## config.mk

```make
export PLATFORM = sky130hd
export DESIGN_NAME = cpu_sysctl
export DESIGN_NICKNAME = d
export VERILOG_FILES = /design/src/sysctl_pkg.sv /design/src/io_port.sv /design/src/cpu_sysctl.sv
export SDC_FILE = /design/constraint.sdc
export NUM_CORES = 1
export LEC_CHECK = 0
export BUFFER_PORTS_ARGS = -buffer_cell sky130_fd_sc_hd__buf_4
export CELL_PAD_IN_SITES_DETAIL_PLACEMENT = 1
export CELL_PAD_IN_SITES_GLOBAL_PLACEMENT = 2
export CORE_UTILIZATION = 32
export DETAILED_ROUTE_END_ITERATION = 7
export MAX_ROUTING_LAYER = met4
export PLACE_DENSITY = 0.73
export SYNTH_ARGS = -nofsm -noshare
export SYNTH_HDL_FRONTEND = slang
export SYNTH_SLANG_ARGS = --single-unit
```

## constraint.sdc

```tcl
create_clock -name core_clk -period 2.4 [get_ports core_clk]
set_input_delay 0.36 -clock core_clk [delete_from_list [all_inputs] [get_ports core_clk]]
set_output_delay 0.36 -clock core_clk [all_outputs]
set_load 0.01 [all_outputs]
```

## src/sysctl_pkg.sv

```systemverilog
// Shared constants and types for the processor system-control and port logic.
package sysctl_pkg;

  localparam logic [15:0] RESET_VEC = 16'hfffc;
  localparam logic [15:0] IRQ_VEC = 16'hfffe;
  localparam logic [2:0] INIT_CYCLES = 3'h6;
  localparam logic [7:0] STACK_PAGE = 8'h01;
  localparam logic [7:0] STACK_PUSHES = 8'h03;
  localparam int IRQ_MASK_BIT = 2;
  localparam logic [15:0] PORT_DIR_ADDR = 16'h0000;
  localparam logic [15:0] PORT_OUT_ADDR = 16'h0001;
  localparam logic [7:0] PORT_DIR_RESET = 8'h00;
  localparam logic [7:0] PORT_OUT_RESET = 8'h00;

  typedef enum logic [8:0] {
    ST_HOLD  = 9'h001,
    ST_INIT  = 9'h002,
    ST_VECLO = 9'h004,
    ST_VECHI = 9'h008,
    ST_VECEND = 9'h010,
    ST_RUN   = 9'h020,
    ST_PUSH1 = 9'h040,
    ST_PUSH2 = 9'h080,
    ST_PUSH3 = 9'h100
  } ctl_state_e;

endpackage : sysctl_pkg

```

## src/io_port.sv

```systemverilog
// On-chip bidirectional peripheral port with direction and output registers.
`timescale 1ns/1ps
module io_port #(
  parameter int WIDTH = 8
) (
  input wire logic core_clk, // System clock.
  input wire logic rst_n, // Asynchronous reset, active low.
  input wire logic clkEn, // Clock enable, freezes state while low.
  input wire logic [15:0] busAddr, // Address of the current bus cycle.
  input wire logic busWrite, // Current bus cycle is a write.
  input wire logic [WIDTH-1:0] busWdata, // Write data of the current bus cycle.
  input wire logic [WIDTH-1:0] pinsIn, // Port pin levels, asynchronous.
  output logic [WIDTH-1:0] pinsOut, // Port pin drive values.
  output logic [WIDTH-1:0] pinsOe, // Port pin output enables.
  output logic readHit, // Current address selects a port register.
  output logic [WIDTH-1:0] readValue // Port register read value.
);
  import sysctl_pkg::*;

  typedef struct packed {
    logic [WIDTH-1:0] dir;
    logic [WIDTH-1:0] out;
    logic [WIDTH-1:0] pinMeta;
    logic [WIDTH-1:0] pinSync;
  } port_s;

  port_s c;
  port_s d;
  logic [WIDTH-1:0] pinLevel;

  // ==========================================================
  // Register writes and pin synchroniser.
  always_comb begin
    d = c;
    d.pinMeta = pinsIn;
    d.pinSync = c.pinMeta;
    if (busWrite && busAddr == PORT_DIR_ADDR) begin
      d.dir = busWdata;
    end
    if (busWrite && busAddr == PORT_OUT_ADDR) begin
      d.out = busWdata;
    end
  end

  always_ff @(posedge core_clk or negedge rst_n) begin
    if (!rst_n) begin
      c <= '{dir: PORT_DIR_RESET[WIDTH-1:0], out: PORT_OUT_RESET[WIDTH-1:0],
             pinMeta: '0, pinSync: '0};
    end else if (clkEn) begin
      c <= d;
    end
  end

  // ==========================================================
  // Per-bit drive and read-back.
  for (genvar i = 0; i < WIDTH; i++) begin : g_bit
    assign pinsOut[i] = c.out[i];
    assign pinsOe[i] = c.dir[i];
    assign pinLevel[i] = c.dir[i] ? c.out[i] : c.pinSync[i];
  end

  assign readHit = (busAddr == PORT_DIR_ADDR) || (busAddr == PORT_OUT_ADDR);
  assign readValue = (busAddr == PORT_DIR_ADDR) ? c.dir : pinLevel;
endmodule : io_port

```

## src/cpu_sysctl.sv

```systemverilog
// Reset, interrupt entry, bus drive and port control of an 8-bit processor.
`timescale 1ns/1ps
module cpu_sysctl #(
  parameter int PORT_WIDTH = 8
) (
  input wire logic core_clk, // System clock.
  input wire logic rst_n, // Asynchronous logic reset, active low.
  input wire logic clkEn, // One processor cycle per enabled edge.
  input wire logic reset_in_n, // Processor reset pin, active low.
  input wire logic irqPin_n, // Interrupt request pin, active low.
  input wire logic address_bus_drive_enable, // Address bus drive enable pin.
  input wire logic [15:0] coreAddr, // Execution unit bus address.
  input wire logic coreWrite, // Execution unit requests a write.
  input wire logic [7:0] coreWdata, // Execution unit write data.
  input wire logic instrDone, // Last cycle of the current instruction.
  input wire logic [15:0] pcIn, // Program counter to stack.
  input wire logic [7:0] statusIn, // Processor status register.
  input wire logic [7:0] spIn, // Stack pointer.
  input wire logic [7:0] dataIn, // Data bus input levels.
  input wire logic [PORT_WIDTH-1:0] peripheral_port_pins_in, // Port pin levels.
  output logic [15:0] addrOut, // Address bus value.
  output logic addrOe, // Address bus output enable.
  output logic [7:0] dataOut, // Data bus value.
  output logic dataOe, // Data bus output enable.
  output logic readWrite, // High for read, low for write.
  output logic [7:0] rdData, // Read data of the previous bus cycle.
  output logic coreRun, // Execution unit may run.
  output logic pcLoad, // Load the program counter.
  output logic [15:0] pcValue, // New program counter.
  output logic setIrqMask, // Set the interrupt mask flag.
  output logic spLoad, // Load the stack pointer.
  output logic [7:0] spValue, // New stack pointer.
  output logic [PORT_WIDTH-1:0] peripheral_port_pins_out, // Port drive values.
  output logic [PORT_WIDTH-1:0] peripheral_port_pins_oe // Port output enables.
);
  import sysctl_pkg::*;

  typedef struct packed {
    ctl_state_e st;
    logic [2:0] cnt;
    logic [15:0] vecBase;
    logic [7:0] vecLo;
    logic [15:0] pcSave;
    logic [7:0] psSave;
    logic [7:0] spSave;
    logic resMeta;
    logic resSync;
    logic irqMeta;
    logic irqSync;
    logic aecMeta;
    logic aecSync;
    logic [15:0] addr;
    logic [7:0] wdata;
    logic wr;
    logic [7:0] rdData;
    logic pcLoad;
    logic [15:0] pcValue;
    logic setMask;
    logic spLoad;
    logic [7:0] spValue;
  } ctl_s;

  ctl_s c;
  ctl_s d;
  logic portHit;
  logic [PORT_WIDTH-1:0] portValue;
  logic irqTaken;

  // ==========================================================
  // Peripheral port.
  io_port #(.WIDTH(PORT_WIDTH)) u_port (
    .core_clk(core_clk),
    .rst_n(rst_n),
    .clkEn(clkEn),
    .busAddr(c.addr),
    .busWrite(c.wr),
    .busWdata(c.wdata[PORT_WIDTH-1:0]),
    .pinsIn(peripheral_port_pins_in),
    .pinsOut(peripheral_port_pins_out),
    .pinsOe(peripheral_port_pins_oe),
    .readHit(portHit),
    .readValue(portValue)
  );

  // ==========================================================
  // Sequencer.
  assign irqTaken = instrDone && !c.irqSync && !statusIn[IRQ_MASK_BIT];

  always_comb begin
    d = c;
    d.resMeta = reset_in_n;
    d.resSync = c.resMeta;
    d.irqMeta = irqPin_n;
    d.irqSync = c.irqMeta;
    d.aecMeta = address_bus_drive_enable;
    d.aecSync = c.aecMeta;
    d.wr = 1'b0;
    d.pcLoad = 1'b0;
    d.setMask = 1'b0;
    d.spLoad = 1'b0;
    d.rdData = portHit ? 8'(portValue) : dataIn;
    case (c.st)
      ST_HOLD: begin
        if (c.resSync) begin
          d.st = ST_INIT;
          d.cnt = 3'h0;
        end
      end
      ST_INIT: begin
        if (c.cnt == INIT_CYCLES - 3'h1) begin
          d.st = ST_VECLO;
          d.setMask = 1'b1;
        end else begin
          d.cnt = c.cnt + 3'h1;
        end
      end
      ST_VECLO: begin
        d.addr = c.vecBase;
        d.st = ST_VECHI;
      end
      ST_VECHI: begin
        d.addr = c.vecBase + 16'h0001;
        d.vecLo = dataIn;
        d.st = ST_VECEND;
      end
      ST_VECEND: begin
        d.pcLoad = 1'b1;
        d.pcValue = {dataIn, c.vecLo};
        d.st = ST_RUN;
      end
      ST_RUN: begin
        d.addr = coreAddr;
        d.wr = coreWrite;
        d.wdata = coreWdata;
        if (irqTaken) begin
          d.st = ST_PUSH1;
          d.pcSave = pcIn;
          d.psSave = statusIn;
          d.spSave = spIn;
        end
      end
      ST_PUSH1: begin
        d.addr = {STACK_PAGE, c.spSave};
        d.wr = 1'b1;
        d.wdata = c.pcSave[15:8];
        d.st = ST_PUSH2;
      end
      ST_PUSH2: begin
        d.addr = {STACK_PAGE, c.spSave - 8'h01};
        d.wr = 1'b1;
        d.wdata = c.pcSave[7:0];
        d.st = ST_PUSH3;
      end
      ST_PUSH3: begin
        d.addr = {STACK_PAGE, c.spSave - 8'h02};
        d.wr = 1'b1;
        d.wdata = c.psSave;
        d.setMask = 1'b1;
        d.spLoad = 1'b1;
        d.spValue = c.spSave - STACK_PUSHES;
        d.vecBase = IRQ_VEC;
        d.st = ST_VECLO;
      end
      default: begin
        d.st = ST_HOLD;
      end
    endcase
    if (!c.resSync) begin
      d.st = ST_HOLD;
      d.wr = 1'b0;
      d.vecBase = RESET_VEC;
    end
  end

  always_ff @(posedge core_clk or negedge rst_n) begin
    if (!rst_n) begin
      c <= '{st: ST_HOLD, vecBase: RESET_VEC, default: '0};
    end else if (clkEn) begin
      c <= d;
    end
  end

  // ==========================================================
  // Pin and core outputs.
  assign addrOut = c.addr;
  assign addrOe = c.aecSync;
  assign dataOut = c.wdata;
  assign dataOe = c.wr;
  assign readWrite = !c.wr;
  assign rdData = c.rdData;
  assign coreRun = (c.st == ST_RUN);
  assign pcLoad = c.pcLoad;
  assign pcValue = c.pcValue;
  assign setIrqMask = c.setMask;
  assign spLoad = c.spLoad;
  assign spValue = c.spValue;
endmodule : cpu_sysctl

```

==> impl_metrics.env <==
export IMPL_setup_violations=0
export IMPL_io_pins=159
export IMPL_min_path_cells=2
export IMPL_nNetsFinal=896
export IMPL_ys_ff_latch=151
export IMPL_worst_setup_path_end_kind="output port"
export IMPL_pwr_share_seq_pct=43.5
export IMPL_syn_inst=691
export IMPL_synth_edff_count=0
export IMPL_htreeDepth=4
export IMPL_first_pass_iters=4
export IMPL_netlist_area_sq_um=7670
export IMPL_drt_wl_total_um=22100
export IMPL_combPwrFrac_pct=14.5
export IMPL_worstSetupStartpointType="flip-flop"
export IMPL_p_int_mw=4.66
export IMPL_cts_tree="yes"
export IMPL_p_clk_share_pct=42.0
export IMPL_worst_ep_arrival_time_ps=2040
export IMPL_path_clk_slew_ps=70
export IMPL_tightestPinTransition_ps=483
export IMPL_p_leak_nw=4.56
export IMPL_fin_ws_ps=2.06
export IMPL_period_minus_slack_ps=2400
export IMPL_use_met3_pct=2.91
export IMPL_synth_largest_area_cell="dfrtp_1"
export IMPL_fmax_ghz=0.417
export IMPL_ir_drop_uv=362
export IMPL_power_density_nw_per_um2=679
export IMPL_cts_buffers=17
export IMPL_grt_met1_usage_pct=24.6
export IMPL_grt_pass1_vias=6122
export IMPL_postRouteAntennaNets=0
export IMPL_die_w_um=157
export IMPL_syn_area_per_cell_sq_um=11.1
export IMPL_grt_busiest_layer="met2"
export IMPL_num_antenna_cells=0
export IMPL_grt_ovfl_total=0
export IMPL_start_util_pct=32.7
export IMPL_layout_area_seq_sq_um=3780
export IMPL_worst_ep_required_time_ps=2040
export IMPL_swShare_pct=28.9
export IMPL_num_rows=56
export IMPL_grt_pass1_wl_um=34800
export IMPL_drive_above_1_share_pct=41.5
export IMPL_vias_per_cell=4.95
export IMPL_drcViolationCount=0
export IMPL_clockRootBuffer="clkbuf_16"
export IMPL_clk_latency_ps=430
export IMPL_use_met2_pct=30.9
export IMPL_place_ws_ps=51.3
export IMPL_fillers=2584
export IMPL_core_sq_um=23500
export IMPL_syn2layout_area_growth_pct=25.7
export IMPL_grt_antenna_before_repair=0
export IMPL_period_share_pct=99.9
export IMPL_syn_num_nets=778
export IMPL_yosysWarnings=0
export IMPL_final_hold_viol_count=0
export IMPL_path_max_fanout=2
export IMPL_slew_headroom_pct=67.0
export IMPL_fin_skew_ps=8.79
export IMPL_hold_class="primary input to flip-flop"
export IMPL_rsz0062_at_grt="yes"
export IMPL_globalplace_congestion=0.878
export IMPL_cts_sinks=151
export IMPL_fp_dieH_um=157
export IMPL_status="finished, final reports clean"
export IMPL_design_die_area_sq_um=24600
export IMPL_setup_tns_ps=0
export IMPL_wl_per_cell_um=19.4
export IMPL_vias=5646
export IMPL_clock_path_buffers=2
export IMPL_worst_setup_path_type="flip-flop to output port"
export IMPL_dp_hpwl_um=16400
export IMPL_synth_area_leaders="dfrtp_1, mux2_2, buf_4"
export IMPL_cap_violations=0
export IMPL_grt_max_degree=56
export IMPL_track_usage_pct=19.2
export IMPL_p_sw_mw=1.89
export IMPL_async_flop_share_pct=100
export IMPL_synth_seq_area_share_pct=49.3
export IMPL_drv_slew=0
export IMPL_port_buffers=158
export IMPL_synth_ff_type="dfrtp_1"
export IMPL_synth_cell_types=65
export IMPL_drtIter0Drc=219
export IMPL_yosys_area_top_type_share_pct=48.9
export IMPL_rr_worst_depth=6
export IMPL_multi_input_area_sq_um=3060
cells by family after synthesis:
logic type	count (synthesis)	share of synthesized area [%]
DFF	151	49.3
adders and majority gates	7	1.14
buffers and inverters	134	11.2
and+or+nand+nor	140	9.84
AOI/OAI and AO/OA	143	12.2
xor gates and xnor gates	17	1.94
muxes	99	14.4
Yosys cell counts (12+ instances only):
library cell  instances
dfrtp_1             150
xnor2_1              12
o21ai_0              42
clkbuf_1             21
a22oi_1              16
nand2_1              43
mux2_1               23
nor2_1               29
buf_4                76
inv_1                20
mux2_2               69
a21oi_1              44
power by group through the flow:
stage               combinational [mW]  clock (mW)  sequential (mW)
global route                      1.03        2.92             2.87
global placement                 0.928           0             2.88
finish                           0.948        2.75             2.85
floorplan                        0.570           0             2.83
CTS                              0.961        2.81             2.85
detailed placement               0.955           0             2.89
critical path, stage by stage (launching register included):
cell	delay, ps
dfrtp_1	380
or4_4	550
or3_4	410
buf_6	140
clkinv_8	40
buf_6	90
cell usage in the layout (no fill, tap or decap), types with 4 or more instances in the layout:
cell type / instances
nor4_1: 8
mux2_2: 69
clkinv_8: 4
inv_8: 4
inv_1: 20
nand3_1: 7
a21oi_1: 44
xnor2_1: 12
a31oi_2: 7
buf_4: 201
mux2_1: 23
a22oi_1: 16
or4_1: 4
dfrtp_1: 150
clkbuf_16: 18
a31oi_1: 5
nor2_1: 29
o21ai_0: 42
nand2_1: 42
nor3_1: 5
mux2i_1: 7
nand3b_1: 9
ha_1: 7
nand2b_1: 6
buf_12: 6
xor2_1: 5
repair_timing:
item                       4_1_cts  5_1_grt
pin swaps                        2        2
hold buffers                     1        0
resized for setup                4        5
cloned                           0        1
setup buffers                    5        2
setup endpoints to repair        1       38
hold endpoints to repair        43        0
per-layer routing:
metal	share of wire (%)	up-vias
li1	-	2613
met2	49	143
met4	1.6	0
met1	46	2868
met5	0	-
met3	4.2	22
sequential cells by signal, indices dropped and copies added (netlist names):
| register | count |
|---|---|
| rdData | 8 |
| c | 58 |
| spLoad | 1 |
| addrOe | 1 |
| u_port.pinsOe | 8 |
| u_port.pinsOut | 8 |
| addrOut | 16 |
| spValue | 8 |
| setIrqMask | 1 |
| u_port.c | 16 |
| dataOe | 1 |
| dataOut | 8 |
| pcValue | 16 |
| pcLoad | 1 |
final cells by class:
cell class,count,area share (%)
clock inverters,15,1.89
clock buffers,17,4.41
multi-input cells,406,31.8
flip-flops and latches,151,39.2
well taps,319,4.14
repair buffers,212,17.6
inverters,21,0.947
stage by stage:
| step | hold WS, ps | cell area [sq um] | power [mW] | utilization [%] | cells |
|---|---|---|---|---|---|
| finish | 147 | 9640 | 6.55 | 41.1 | 1141 |
| global route | 144 | 9640 | 6.83 | 41.1 | 1141 |
| CTS | 133 | 9580 | 6.62 | 40.8 | 1138 |
| detailed placement | 316 | 8910 | 3.85 | 37.9 | 1100 |
| global placement | 317 | 8910 | 3.81 | 37.9 | 1100 |
| floorplan | 64.4 | 7670 | 3.40 | - | 691 |
final timing paths:
path	slack, ps	start	endpoint
setup / recovery	2	c[127]$_DFFE_PN0P_	coreRun
hold / removal	150	pcIn[14]	c[96]$_DFFE_PN0P_
setup reg to reg	60	c[127]$_DFFE_PN0P_	c[93]$_DFFE_PN0P_
hold reg to reg	480	c[65]$_DFFE_PN0P_	c[64]$_DFFE_PN0P_
max in group asynchronous	1310	rst_n	c[125]$_DFFE_PN1P_
min in group asynchronous	430	rst_n	addrOe$_DFFE_PN0P_
Note: power is estimated with default switching activity, not from simulation.
